--- src/srhk_defines.svh ---
// Offsets, field positions, codes and timing counts of the housekeeping registers
`ifndef SRHK_DEFINES_SVH
`define SRHK_DEFINES_SVH
`define SRHK_ADDR_COR_CFG      9'h1ae
`define SRHK_ADDR_UNLOCK       9'h1af
`define SRHK_ADDR_RST_LO       9'h1b0
`define SRHK_ADDR_RST_HI       9'h1b1
`define SRHK_ADDR_DRVSTAT      9'h1b2
`define SRHK_ADDR_LOCK         9'h1ad
`define SRHK_COR_DRV_BIT       15
`define SRHK_COR_DIAG_LSB      0
`define SRHK_COR_STAT_LSB      8
`define SRHK_COR_MASK          16'hbf3f
`define SRHK_COR_RESET         16'h0000
`define SRHK_UNLOCK_KEY        16'h1337
`define SRHK_RST_CODE_LO       16'hf473
`define SRHK_RST_CODE_HI       16'h57a1
`define SRHK_RST_CODE_RESET    16'h0000
`define SRHK_SOFT_RST_CYCLES   4'h8
`define SRHK_DRVSTAT_RESET     7'h20
`define SRHK_DRVSTAT_LIVE_BIT  4
`define SRHK_DRVSTAT_DRVEN_BIT 5
`endif

--- src/srhk_pkg.sv ---
// Types shared by the housekeeping register files
package srhk_pkg;
  typedef struct packed {
    logic        wr;
    logic        rd;
    logic        backdoor;
    logic [8:0]  addr;
    logic [15:0] wdata;
  } srhk_acc_t;
  typedef enum logic [1:0] {
    SRHK_IDLE  = 2'b00,
    SRHK_PULSE = 2'b01,
    SRHK_CLEAR = 2'b11
  } srhk_rst_state_t;
endpackage

--- src/srhk_soft_reset.sv ---
// Soft reset sequencer: fixed-length pulse then code clear request
`timescale 1ns/1ps
`include "srhk_defines.svh"
module srhk_soft_reset (
  // Clock and reset
  input  wire logic sys_clk,
  input  wire logic reset_n,
  // Control
  input  wire logic trigger,
  output logic      serial_soft_reset,
  output logic      clear_codes
);
  srhk_pkg::srhk_rst_state_t state;
  logic [3:0]                count;

  always_ff @(posedge sys_clk or negedge reset_n) begin
    if (!reset_n) begin
      state <= srhk_pkg::SRHK_IDLE;
      count <= 4'h0;
    end else begin
      case (state)
        srhk_pkg::SRHK_IDLE: begin
          count <= 4'h0;
          if (trigger) begin
            state <= srhk_pkg::SRHK_PULSE;
          end
        end
        srhk_pkg::SRHK_PULSE: begin
          count <= count + 4'h1;
          if (count == `SRHK_SOFT_RST_CYCLES - 4'h1) begin
            state <= srhk_pkg::SRHK_CLEAR;
          end
        end
        default: begin
          state <= srhk_pkg::SRHK_IDLE;
        end
      endcase
    end
  end

  assign serial_soft_reset = (state == srhk_pkg::SRHK_PULSE);
  assign clear_codes       = (state == srhk_pkg::SRHK_CLEAR);

  a_pulse_length: assert property (@(posedge sys_clk) disable iff (!reset_n)
    $rose(serial_soft_reset) |-> serial_soft_reset [*8] ##1 (!serial_soft_reset && clear_codes))
    else $error("soft reset pulse not eight cycles");
endmodule

--- src/srhk_regs.sv ---
// Housekeeping register bank: clear-on-read enables, unlock, soft reset code, driver status
//
// Summary of operation
// - Only external SPI reads clear registers; microcore backdoor reads never do.
// - Bit 15 set makes an SPI read of driver status clear latched bits.
// - Bits 0-5 enable diagnostics clear-on-read per core/channel pair, in order.
// - All three diagnostics registers of a pair clear together, on reading the third.
// - Bits 8-13 enable microcore status clear-on-read per core/channel pair.
// - A set arriving with a read clear wins and shows on the next read.
// - Writing 1337h to the unlock register clears the device lock.
// - Codes F473h and 57A1h in the two slices trigger the soft reset.
// - Soft reset lasts eight cycles, then both code slices clear to zero.
// - Seven-bit driver status latches error conditions 0-3 and 6 and a drven drop in bit 5; bit 4 is live.
// - Two 16-bit code slices form one 32-bit register, resetting to zero.
// - Driver error bit clears on write only when condition gone; read needs enable.
// - Correct unlock password also clears the three data RAM private-area locks.
`timescale 1ns/1ps
`include "srhk_defines.svh"
module srhk_regs #(
  parameter int DIAG_BASE = 9'h100,
  parameter int STAT_BASE = 9'h120
) (
  // Clock and reset
  input  wire logic             sys_clk,
  input  wire logic             reset_n,
  // Register access from the SPI slave and the microcore backdoor
  input  wire srhk_pkg::srhk_acc_t acc,
  output logic [15:0]           rdata,
  // Driver status sources, condition levels already qualified by their enables
  input  wire logic [6:0]       drv_err_cond,
  input  wire logic             drven_pin,
  // Device lock register, owned elsewhere
  output logic                  lock_clear,
  // Clear strobes toward diagnostics and microcore status registers
  output logic [5:0]            diag_clear,
  output logic [5:0]            stat_clear,
  // Global soft reset
  output logic                  serial_soft_reset
);
  logic [15:0] cor_cfg;
  logic [15:0] code_lo;
  logic [15:0] code_hi;
  logic [6:0]  drv_stat;
  logic        drven_s1;
  logic        drven_s2;
  logic        clear_codes;
  logic        trigger;
  logic        rd_ext;
  logic [6:0]  drv_set;

  function automatic logic hit(input logic [8:0] a, input logic [8:0] b);
    return a == b;
  endfunction

  // External reads only; backdoor reads are side-effect free
  assign rd_ext = acc.rd && !acc.backdoor;

  // Clear-on-read configuration
  always_ff @(posedge sys_clk or negedge reset_n) begin
    if (!reset_n) begin
      cor_cfg <= `SRHK_COR_RESET;
    end else if (acc.wr && hit(acc.addr, `SRHK_ADDR_COR_CFG)) begin
      cor_cfg <= acc.wdata & `SRHK_COR_MASK;
    end
  end

  // Code slices; the code clear after the pulse beats a simultaneous write
  always_ff @(posedge sys_clk or negedge reset_n) begin
    if (!reset_n) begin
      code_lo <= `SRHK_RST_CODE_RESET;
      code_hi <= `SRHK_RST_CODE_RESET;
    end else if (clear_codes) begin
      code_lo <= `SRHK_RST_CODE_RESET;
      code_hi <= `SRHK_RST_CODE_RESET;
    end else if (acc.wr && hit(acc.addr, `SRHK_ADDR_RST_LO)) begin
      code_lo <= acc.wdata;
    end else if (acc.wr && hit(acc.addr, `SRHK_ADDR_RST_HI)) begin
      code_hi <= acc.wdata;
    end
  end

  // Both slices must match; one-shot because codes clear after the pulse
  assign trigger = (code_lo == `SRHK_RST_CODE_LO) && (code_hi == `SRHK_RST_CODE_HI);

  srhk_soft_reset u_soft_reset (
    .sys_clk           (sys_clk),
    .reset_n           (reset_n),
    .trigger           (trigger),
    .serial_soft_reset (serial_soft_reset),
    .clear_codes       (clear_codes)
  );

  // Unlock also releases the three data RAM private-area locks held by the lock register
  assign lock_clear = acc.wr && hit(acc.addr, `SRHK_ADDR_UNLOCK) && (acc.wdata == `SRHK_UNLOCK_KEY);

  // Clear strobes for registers outside; their owners give set priority over clear
  always_comb begin
    diag_clear = '0;
    stat_clear = '0;
    for (int i = 0; i < 6; i++) begin
      // Third register of each diagnostics triple sits at base + 3*i + 2
      if (rd_ext && cor_cfg[`SRHK_COR_DIAG_LSB + i]
          && acc.addr == 9'(DIAG_BASE + 3 * i + 2)) begin
        diag_clear[i] = 1'b1;
      end
      if (rd_ext && cor_cfg[`SRHK_COR_STAT_LSB + i] && acc.addr == 9'(STAT_BASE + i)) begin
        stat_clear[i] = 1'b1;
      end
    end
  end

  // Driver enable pin is asynchronous; reset to its idle high level so reset release shows no false drop
  always_ff @(posedge sys_clk or negedge reset_n) begin
    if (!reset_n) begin
      drven_s1 <= 1'b1;
      drven_s2 <= 1'b1;
    end else begin
      drven_s1 <= drven_pin;
      drven_s2 <= drven_s1;
    end
  end

  // Drven latch bit is active low and reset to 1; bit 4 is a live copy that never latches, others latch high
  always_comb begin
    drv_set = drv_err_cond;
    drv_set[`SRHK_DRVSTAT_DRVEN_BIT] = !drven_s2;
    drv_set[`SRHK_DRVSTAT_LIVE_BIT]  = 1'b0;
  end

  // Driver status latch; a pending condition always wins over a clear
  always_ff @(posedge sys_clk or negedge reset_n) begin
    if (!reset_n) begin
      drv_stat <= `SRHK_DRVSTAT_RESET;
    end else begin
      for (int b = 0; b < 7; b++) begin
        if (b == `SRHK_DRVSTAT_LIVE_BIT) begin
          drv_stat[b] <= drven_s2;
        end else if (b == `SRHK_DRVSTAT_DRVEN_BIT) begin
          if (drv_set[b]) begin
            drv_stat[b] <= 1'b0;
          end else if (hit(acc.addr, `SRHK_ADDR_DRVSTAT)
                       && (acc.wr || (rd_ext && cor_cfg[`SRHK_COR_DRV_BIT]))) begin
            drv_stat[b] <= 1'b1;
          end
        end else if (drv_set[b]) begin
          drv_stat[b] <= 1'b1;
        end else if (hit(acc.addr, `SRHK_ADDR_DRVSTAT)
                     && (acc.wr || (rd_ext && cor_cfg[`SRHK_COR_DRV_BIT]))) begin
          drv_stat[b] <= 1'b0;
        end
      end
    end
  end

  // Read data registered; write-only registers read zero
  always_ff @(posedge sys_clk or negedge reset_n) begin
    if (!reset_n) begin
      rdata <= 16'h0000;
    end else if (acc.rd) begin
      if (hit(acc.addr, `SRHK_ADDR_COR_CFG)) begin
        rdata <= cor_cfg;
      end else if (hit(acc.addr, `SRHK_ADDR_DRVSTAT)) begin
        rdata <= {9'h000, drv_stat};
      end else begin
        rdata <= 16'h0000;
      end
    end
  end

  a_backdoor_noclr: assert property (@(posedge sys_clk) disable iff (!reset_n)
    (acc.rd && acc.backdoor) |-> (diag_clear == 6'h00 && stat_clear == 6'h00))
    else $error("backdoor read produced a clear");

  a_drv_read_clr: assert property (@(posedge sys_clk) disable iff (!reset_n)
    (rd_ext && !acc.wr && hit(acc.addr, `SRHK_ADDR_DRVSTAT) && cor_cfg[`SRHK_COR_DRV_BIT]
     && drv_set[0] == 1'b0) |=> drv_stat[0] == 1'b0)
    else $error("driver status not cleared on read");

  a_drv_noclr: assert property (@(posedge sys_clk) disable iff (!reset_n)
    (rd_ext && !acc.wr && !cor_cfg[`SRHK_COR_DRV_BIT] && drv_stat[0]) |=> drv_stat[0])
    else $error("driver status cleared without enable");

  a_set_wins: assert property (@(posedge sys_clk) disable iff (!reset_n)
    drv_set[1] |=> drv_stat[1])
    else $error("driver error set lost");

  a_diag_third: assert property (@(posedge sys_clk) disable iff (!reset_n)
    (rd_ext && cor_cfg[0] && acc.addr == 9'(DIAG_BASE + 2)) |-> diag_clear[0])
    else $error("diag clear missing on third register read");

  a_unlock_key: assert property (@(posedge sys_clk) disable iff (!reset_n)
    lock_clear |-> (acc.wdata == 16'h1337 && acc.addr == 9'h1af))
    else $error("unlock without correct key");

  a_reset_trig: assert property (@(posedge sys_clk) disable iff (!reset_n)
    $rose(serial_soft_reset) |-> $past(code_lo) == 16'hf473 && $past(code_hi) == 16'h57a1)
    else $error("soft reset without full code");

  a_codes_clear: assert property (@(posedge sys_clk) disable iff (!reset_n)
    $fell(serial_soft_reset) |=> (code_lo == 16'h0000 && code_hi == 16'h0000))
    else $error("codes not cleared after soft reset");

  a_stat_first: assert property (@(posedge sys_clk) disable iff (!reset_n)
    (rd_ext && cor_cfg[`SRHK_COR_STAT_LSB] && acc.addr == 9'(STAT_BASE)) |-> stat_clear[0])
    else $error("status clear missing on enabled read");

  a_unlock_hit: assert property (@(posedge sys_clk) disable iff (!reset_n)
    (acc.wr && hit(acc.addr, `SRHK_ADDR_UNLOCK) && acc.wdata == `SRHK_UNLOCK_KEY) |-> lock_clear)
    else $error("correct key did not unlock");

  a_drven_latch: assert property (@(posedge sys_clk) disable iff (!reset_n)
    !drven_s2 |=> !drv_stat[`SRHK_DRVSTAT_DRVEN_BIT])
    else $error("driver enable drop not latched");

  a_live_copy: assert property (@(posedge sys_clk) disable iff (!reset_n)
    drven_s2 |=> drv_stat[`SRHK_DRVSTAT_LIVE_BIT])
    else $error("driver enable live copy stale");

  a_drv_wr_clr: assert property (@(posedge sys_clk) disable iff (!reset_n)
    (acc.wr && hit(acc.addr, `SRHK_ADDR_DRVSTAT) && !drv_set[1]) |=> !drv_stat[1])
    else $error("gone driver error not cleared by write");
endmodule

--- config.mk ---
export PLATFORM = sky130hd
export DESIGN_NAME = srhk_regs
export DESIGN_NICKNAME = d
export VERILOG_FILES = /design/src/srhk_pkg.sv /design/src/srhk_soft_reset.sv /design/src/srhk_regs.sv
export VERILOG_INCLUDE_DIRS = /design/src
export SDC_FILE = /design/constraint.sdc
export NUM_CORES = 1
export LEC_CHECK = 0
export BUFFER_PORTS_ARGS = -buffer_cell sky130_fd_sc_hd__buf_4
export CAP_MARGIN = 20
export CORE_UTILIZATION = 60
export CTS_BUF_LIST = sky130_fd_sc_hd__clkbuf_4 sky130_fd_sc_hd__clkbuf_8
export DETAILED_ROUTE_END_ITERATION = 8
export PLACE_DENSITY_LB_ADDON = 0.2
export SLEW_MARGIN = 30
export SYNTH_ARGS = -nofsm -noshare
export SYNTH_HDL_FRONTEND = slang
export SYNTH_SLANG_ARGS = --single-unit
export TNS_END_PERCENT = 5
--- constraint.sdc ---
create_clock -name sys_clk -period 3.1 [get_ports sys_clk]
set_input_delay 0.465 -clock sys_clk [delete_from_list [all_inputs] [get_ports sys_clk]]
set_output_delay 0.465 -clock sys_clk [all_outputs]
set_load 0.03 [all_outputs]
==> flow_metrics.tcl, run 1 <==
set metrics [dict create \
    p_leak_nw 2.11 \
    dp_hpwl_mm 5.66 \
    path_max_fanout 2 \
    ff2ff_setup_slack_ps 1180 \
    track_usage_pct 29.9 \
    post-cts-setup-buffers 0 \
    final_common_cell "dfrtp_1" \
    yosys.area.top_type "dfrtp_1" \
    required_ps 2630 \
    numCtsBuffers 9 \
    vias 2646 \
    dr.first_iter.drc_count 264 \
    ys_types 47 \
    yosys-top-cells-area "dfrtp_1 (53%), o32ai_1 (8.3%), inv_1 (5.7%)" \
    rsz0062_at_grt "no" \
    yosysTopAreaCellShare_pct 52.6 \
    yosysWarnings 0 \
    peakVddDrop_uv 393 \
    die_x_um 77.1 \
    avgSynthCellArea_um2 11.5 \
    synth_area_um2 3380 \
    ys_seq_area_share_pct 54.9 \
    synthCells 295 \
    synth_ff_type "dfrtp_1" \
    multi_input_area_um2 1250 \
    port_buffers 63 \
    tightest_slew_ps 789 \
    gp_congestion 0.925 \
    crit_path_start_kind "input pin" \
    h-tree-depth 3 \
    cts-root-buf "clkbuf_8" \
    postRouteAntennaNets 0 \
    num_rows 26 \
    finalSetupViolations 0 \
    diodes 0 \
    grt_pass1_wl_mm 13.3 \
    fp.dieArea_um2 5940 \
    grt_pass1_vias 2594 \
    cap_violations 0 \
    cts-resized-gates 0 \
    clock_latency_ps 360 \
    tns_ps 0 \
    regArea_um2 1860 \
    clk_pin_slew_worst_paths_ps 80 \
    period_needed_ps 2600 \
    synth_enable_flop_cells 0 \
    status "completed" \
    hp-class "in -> async" \
    ys_async_sr_fraction_pct 100 \
    final_cell_mix "dfrtp_1 (71), buf_4 (63), inv_1 (51)" \
    cts_buffer_depth 2 \
    grt_max_degree 75 \
    core_area_um2 5270 \
    fmax_mhz 385 \
    fillers 340 \
    viasPerCell 6.14 \
    ys_ff_latch 74 \
    drc 0 \
    synthToLayoutAreaGrowth_pct 21.4 \
    hold_viol 0 \
    critPathCaptureType "primary output" \
    grt-ovfl-total 0 \
    wl_per_cell_um 18.9 \
    slew_headroom_pct 47.3 \
    nets 395 \
    tritoncts "yes" \
    critical_path_class "in -> out" \
    power_w 0.00199 \
    fin_area_um2 4100 \
    antenna_found_initial 0 \
    start_util_pct 64.1 \
    io_pins 68 \
    dr.pass1.iters 5 \
    drive_gt1_share_pct 28.5 \
    chipHeight_um 77.1 \
    arrival_ps 2130 \
    wl_mm 8.15 \
    finClkSkew_ps 10.7 \
    p_per_area_nw_per_um2 486 \
    clock-sinks 74 \
    drv_slew 0 \
    cts_hold_buf 0 \
    dpl_cell_area_um2 3870 \
    finalCritPeriodShare_pct 83.8 \
]
through the flow:
step	util [%]	std cells	setup WS, ps	hold WS, ps
after floorplan	-	296	219	169
after global placement	73.5	415	508	350
after detailed placement	73.5	415	501	351
after CTS	77.7	431	501	210
after global routing	77.8	431	438	164
final	77.8	431	503	95.0
Yosys cell counts (2+ instances only):
cell type	instances
nand3b_1	2
and3_1	5
or3_1	3
nand3_1	6
nand2_1	9
inv_1	51
and4b_1	4
nand4b_1	2
and3b_1	2
nor4bb_1	5
a21o_1	5
dfrtp_1	71
buf_2	9
nand4_1	5
nor3_1	3
and2_1	2
o32ai_1	32
nand2b_1	2
a22o_1	11
a41o_1	2
buf_4	3
nor4_1	2
nor4b_1	2
mux2_2	14
a221o_1	6
nor2_1	5
dfstp_2	3
and2b_1	4
clkbuf_1	3
nor2b_1	5
report_power, final:
group	switching, W	internal (W)	leakage, nW	total, W
clock network	0.000364	0.000483	0.117	0.000848
registers	0.0000164	0.000992	0.836	0.00101
logic	0.0000813	0.0000561	1.16	0.000137
per-layer routing:
metal  track usage, %  part of all wire (%)  vias to the layer above
li1                 -                     -                     1201
met1             40.8                    44                     1298
met2             45.9                    47                      135
met3             7.74                   7.0                       12
met4             11.7                   1.8                        0
met5                0                     0                        -
registers in the layout (all words and copies together) (netlist names):
signal	flops
u_soft_reset.state	2
code_lo	16
cor_cfg	13
drv_stat	7
drven_s2	1
drven_s1	1
rdata	14
u_soft_reset.count	4
code_hi	16
critical path, cell delays in order:
cell and delay (ps):
buf_4 110, or4b_1 570, or4_1 540, nor4_2 250
buf_4 200
path summary, 6_finish.rpt:
check,start,endpoint,cells past startpoint
setup / recovery,acc[14],lock_clear,5
hold / removal,reset_n,drv_stat[6],1
setup reg to reg,u_soft_reset.state[1],code_lo[6],3
hold reg to reg,drven_s1,drven_s2,0
max in group asynchronous,reset_n,drv_stat[0],1
min in group sys_clk,drven_pin,drven_s1,1
cells by family (layout without fill, tap and decap cells):
group,count (synthesis),in the layout,share of synthesized area [%]
AND/OR/NAND/NOR,77,77,16.0
flip-flops,74,74,54.9
buffers and inverters,67,132,8.11
AO/OA/AOI/OAI,60,60,15.5
multiplexers,15,15,4.96
adder cells (fa/ha/maj),1,1,0.370
other,1,2,0.111
layout make-up:
| class | instances | share of cell area [%] |
|---|---|---|
| inverters | 52 | 4.76 |
| clock inverters | 5 | 1.92 |
| well taps | 70 | 2.14 |
| repair buffers | 64 | 11.8 |
| clock buffers | 11 | 3.54 |
| multi-input cells | 155 | 30.6 |
| flip-flops and latches | 74 | 45.2 |
No activity file was read; power rests on OpenSTA's default activity.
==> inputs of run 2 (changes only) <==
- CORE_UTILIZATION: 60 -> 57
- clock period: 3.1 -> 2.62 ns (I/O delays scaled with it)
==> run 2 against run 1 <==
Effect of this change: non-clock buffer count rose by 4; via count rose by 0.23%; critical path depth did not move; total power is 8.1% higher; register-to-register slack worse by 250 ps; critical path type unchanged.
==> flow_metrics.tcl, run 2 (synthesized netlist as in run 1, its figures left out) <==
set metrics [dict create \
    finalSetupViolations 0 \
    dr.pass1.iters 4 \
    fin_hold_ws_ps 31.0 \
    cp-endpoint "lock_clear" \
    hold_viol 0 \
    final_common_cell "dfrtp_1" \
    start_util_pct 60.3 \
    r2r-start "u_soft_reset.state[1]" \
    p_leak_nw 2.10 \
    cts_buffer_depth 2 \
    critPathCaptureType "primary output" \
    crit_path_cell_trace "buf_4 > or4b_1 > or4_1 > nor4_2 > buf_4" \
    cts-root-buf "clkbuf_8" \
    nets 399 \
    clk_pin_slew_worst_paths_ps 80 \
    hp-class "in -> async" \
    peakVddDrop_uv 402 \
    fin_area_um2 4090 \
    grt_pass1_wl_mm 13.1 \
    drv_slew 0 \
    h-tree-depth 3 \
    final_cell_mix "dfrtp_1 (71), buf_4 (67), inv_1 (51)" \
    cp-startpoint "acc[14]" \
    finClkSkew_ps 10.6 \
    arrival_ps 2080 \
    num_rows 27 \
    drc 0 \
    fp.dieArea_um2 6240 \
    critical_path_class "in -> out" \
    slowest_stage "or4b_1" \
    dpl_cell_area_um2 3910 \
    clock-sinks 74 \
    gp_congestion 0.853 \
    postRouteAntennaNets 0 \
    vias 2652 \
    reg2reg_depth 4 \
    p_per_area_nw_per_um2 528 \
    drive_gt1_share_pct 29.0 \
    fmax_mhz 405 \
    r2r-end "code_hi[5]" \
    slew_headroom_pct 56.3 \
    io_pins 68 \
    clock_latency_ps 350 \
    status "completed" \
    cts-resized-gates 0 \
    reg.largest.list "code_hi: 16 flops, code_lo: 16 flops, rdata: 14 flops" \
    cp.depth 5 \
    antenna_found_initial 0 \
    tightest_slew_ps 655 \
    dp_hpwl_mm 5.64 \
    die_x_um 79 \
    cpMostUsedCell "buf_4" \
    ff2ff_setup_slack_ps 930 \
    dr.first_iter.drc_count 200 \
    slowest_delay_ps 570 \
    setup_ws_ps 150 \
    grt_pass1_vias 2602 \
    path_max_fanout 2 \
    port_buffers 63 \
    core_area_um2 5610 \
    numCtsBuffers 9 \
    finalCritPeriodShare_pct 94.3 \
    cpLargestDelayFamily "simple AND/OR/NAND/NOR gates" \
    power_w 0.00216 \
    viasPerCell 6.07 \
    track_usage_pct 27.9 \
    cap_violations 0 \
    rsz0062_at_grt "no" \
    crit_path_start_kind "input pin" \
    cp_num_buf_inv 2 \
    synthToLayoutAreaGrowth_pct 20.9 \
    required_ps 2230 \
    tritoncts "yes" \
    period_needed_ps 2470 \
    grt-ovfl-total 0 \
    chipHeight_um 79 \
    cts_hold_buf 0 \
    wl_mm 8.03 \
    pre_cts_ws_ps 151 \
    grt_max_degree 75 \
    diodes 0 \
    post-cts-setup-buffers 0 \
    wl_per_cell_um 18.4 \
]
## run 2: changes by cell type in the layout (fill, tap and decap cells not counted)
cell and change:
or3_1 +1, clkinvlp_4 +1, or3_2 -1, bufinv_16 -2, buf_4 +4, clkinv_2 +1
## run 2: cell type report
class	count	area [µm²]
well taps	72	90.1
clock buffers	11	145
flip-flops and latches	74	1860
inverters	52	195
multi-input cells	155	1250
fillers	421	1520
clock inverters	5	31.3
repair buffers	68	514
## run 2: layer usage
metal	GRT usage (%)	wire, µm	vias up
met2	42.5	3780	87
met3	4.02	392	13
met1	40.7	3730	1339
met4	10.5	129	0
met5	0	0	-
li1	-	-	1213
## run 2: how the worst min path moves through the flow
stage | slack, ps | end | cells after the start
floorplan | 100 | code_hi[0] | 0
global placement | 350 | drven_s2 | 0
detailed placement | 350 | drven_s2 | 0
CTS | 150 | drven_s1 | 1
global route | 100 | drv_stat[6] | 1
finish | 30 | drv_stat[6] | 1
## run 2: report_power, final
group / switching (W) / internal, W
clock: 0.000421 / 0.000377
combinational: 0.0000956 / 0.0000677
sequential: 0.0000198 / 0.00117
## run 2: worst reg2reg max path: cells and delay by family, from the launching register on
family                 cells  cell delay, ps
buffers and inverters      1             240
AO/OA/AOI/OAI              1             300
AND/OR/NAND/NOR            2             580
flip-flops                 1             460
## run 2: stage by stage
| stage | std cells | utilization (%) | TNS (ps) |
|---|---|---|---|
| final | 437 | 72.8 | 0 |
| after global routing | 437 | 72.8 | 0 |
| after CTS | 437 | 72.8 | 0 |
| after detailed placement | 421 | 69.6 | 0 |
| after global placement | 421 | 69.6 | 0 |
| after floorplan | 296 | - | -233 |
==> inputs of run 3 (changes only) <==
- ABC_AREA: unset -> 1
- CORE_UTILIZATION: 57 -> 58
==> run 3 against run 2 <==
Effect of this change: cell area grew 9.2%; largest power group unchanged; sequential cell count stayed put; cell count rose by 42%; routed wire length increased by 10%; critical path depth grew 2; critical path type unchanged; die area rose by 11%; maximum frequency increased by 19%; worst setup slack gained 400 ps; worst hold slack improved by 28 ps.
==> flow_metrics.tcl, run 3 <==
set metrics [dict create \
    fin_area_um2 4460 \
    die_x_um 83.1 \
    crit_path_cell_trace "buf_4 > inv_1 > nand2_1 > nor3_1 > nand3_1 > nor3_1 > buf_4" \
    wl_mm 8.84 \
    chipHeight_um 83.1 \
    synth_ff_type "dfrtp_1" \
    synth_common_cells "nand2_1 (133), dfrtp_1 (71), inv_1 (61), nand3_1 (55), nor2_1 (44)" \
    tritoncts "yes" \
    finalSetupViolations 0 \
    core_area_um2 6350 \
    dp_hpwl_mm 6.32 \
    synth_most_common_cell "nand2_1" \
    ys_async_sr_fraction_pct 100 \
    finClkSkew_ps 6.41 \
    track_usage_pct 27.6 \
    ys_types 33 \
    arrival_ps 1680 \
    path_max_fanout 4 \
    gp_congestion 0.922 \
    yosysTopAreaCellShare_pct 46.6 \
    dr.pass1.iters 5 \
    drive_gt1_share_pct 19.5 \
    viasPerCell 5.43 \
    grt_pass1_vias 3229 \
    num_rows 29 \
    synth_area_um2 3810 \
    slowest_delay_ps 290 \
    slew_headroom_pct 56.8 \
    cts_buffer_depth 2 \
    clock_latency_ps 340 \
    slowest_stage "nor3_1" \
    hp-class "in -> async" \
    ys_seq_area_share_pct 48.7 \
    synth_enable_flop_cells 0 \
    yosysWarnings 0 \
    top_layer_used "met4" \
    synthToLayoutAreaGrowth_pct 17.0 \
    ys_ff_latch 74 \
    p_switching_w 0.000533 \
    intPower_w 0.00163 \
    nets 578 \
    drv_slew 0 \
    io_pins 68 \
    stdcell_count 621 \
    grt_max_degree 75 \
    cts-root-buf "clkbuf_8" \
    tns_ps 0 \
    start_util_pct 60.1 \
    diodes 0 \
    power_w 0.00216 \
    required_ps 2230 \
    wl_met1_mm 3.85 \
    p_per_area_nw_per_um2 484 \
    vias 3371 \
    fmax_mhz 483 \
    yosys.area.top_type "dfrtp_1" \
    critical_path_class "in -> out" \
    grt-ovfl-total 0 \
    final_cell_mix "nand2_1 (133), dfrtp_1 (71), buf_4 (65)" \
    rsz0062_at_grt "no" \
    critPathCaptureType "primary output" \
    grt_pass1_wl_mm 15.2 \
    cts-resized-gates 0 \
    dpl_cell_area_um2 4280 \
    wl_per_cell_um 14.2 \
    peakVddDrop_uv 327 \
    place_inst 605 \
    avgSynthCellArea_um2 7.91 \
    route.met3.wl_um 487 \
    numCtsBuffers 9 \
    drc 0 \
    cts_hold_buf 0 \
    wl_met2_mm 4.29 \
    final_common_cell "nand2_1" \
    pwr-share-comb_pct 8.8 \
    postRouteAntennaNets 0 \
    clock-sinks 74 \
    finalCritPeriodShare_pct 79.0 \
    reg.largest.list "code_hi: 16 flops, code_lo: 16 flops, rdata: 14 flops" \
    crit_path_start_kind "input pin" \
    fp.dieArea_um2 6900 \
    post-cts-setup-buffers 0 \
    cap_violations 0 \
    final_util_pct 70.3 \
    seqPwrFrac_pct 54.5 \
    hold_viol 0 \
    clk_pin_slew_worst_paths_ps 70 \
    period_needed_ps 2070 \
    p_leak_nw 2.43 \
    port_buffers 63 \
    status "completed" \
    synthCells 482 \
    tightest_slew_ps 648 \
    dr.first_iter.drc_count 262 \
    antenna_found_initial 0 \
    h-tree-depth 3 \
    clock_power_share_pct 36.7 \
    yosys-top-cells-area "dfrtp_1 (47%), nand2_1 (13%), nand3_1 (7.2%)" \
    p_sw_share_pct 24.7 \
]
-- run 3: path summary, 6_finish.rpt --
check	slack (ps)	depth (start not counted)	to	start
min in group sys_clk	160	1	drven_s1	drven_pin
min reg2reg	350	0	drven_s2	drven_s1
max in group asynchronous	2120	1	code_lo[9]	reset_n
max reg2reg	1450	4	code_hi[9]	u_soft_reset.state[1]
max	550	7	stat_clear[1]	acc[20]
min	60	1	rdata[12]	reset_n
-- run 3: cell families after synthesis --
logic type      count (synthesis)  share of synthesized area, %
simple gates                  289                          36.9
buf+inv                        87                          9.94
flops                          74                          48.7
compound gates                 30                          4.10
fa+ha+maj                       1                         0.328
other cells                     1                        0.0983
-- run 3: cell type report --
| cell class | instances | area [µm²] |
|---|---|---|
| clock buffers | 13 | 160 |
| clock inverters | 3 | 17.5 |
| fillers | 524 | 1890 |
| inverters | 66 | 250 |
| multi-input cells | 322 | 1580 |
| flip-flops and latches | 74 | 1860 |
| well taps | 77 | 96.3 |
| repair buffers | 66 | 499 |
-- run 3: worst max-delay path: cells and delay by family --
| kind | cells | cell delay, ps |
|---|---|---|
| and+or+nand+nor | 4 | 890 |
| buffers and inverters | 3 | 400 |
-- run 3: metrics by stage --
stage / hold WS, ps / setup slack (ps)
2_1_floorplan: 97.4 / 425
3_3_place_gp: 346 / 610
3_5_place_dp: 354 / 579
4_1_cts: 151 / 578
5_1_grt: 106 / 419
6_report: 58.9 / 551
-- run 3: power by group through the flow --
stage / Combinational [W] / Clock, W / Sequential [W]
after floorplan: 0.000101 / 0 / 0.00120
after global placement: 0.000185 / 0 / 0.00120
after detailed placement: 0.000188 / 0 / 0.00120
after CTS: 0.000189 / 0.000803 / 0.00118
after global routing: 0.000212 / 0.000862 / 0.00118
final: 0.000190 / 0.000794 / 0.00118
-- run 3: routing by layer --
| metal | vias up | global-route usage, % |
|---|---|---|
| met5 | - | 0 |
| met1 | 1574 | 38.0 |
| met3 | 22 | 4.27 |
| met2 | 124 | 43.7 |
| li1 | 1651 | - |
| met4 | 0 | 11.8 |
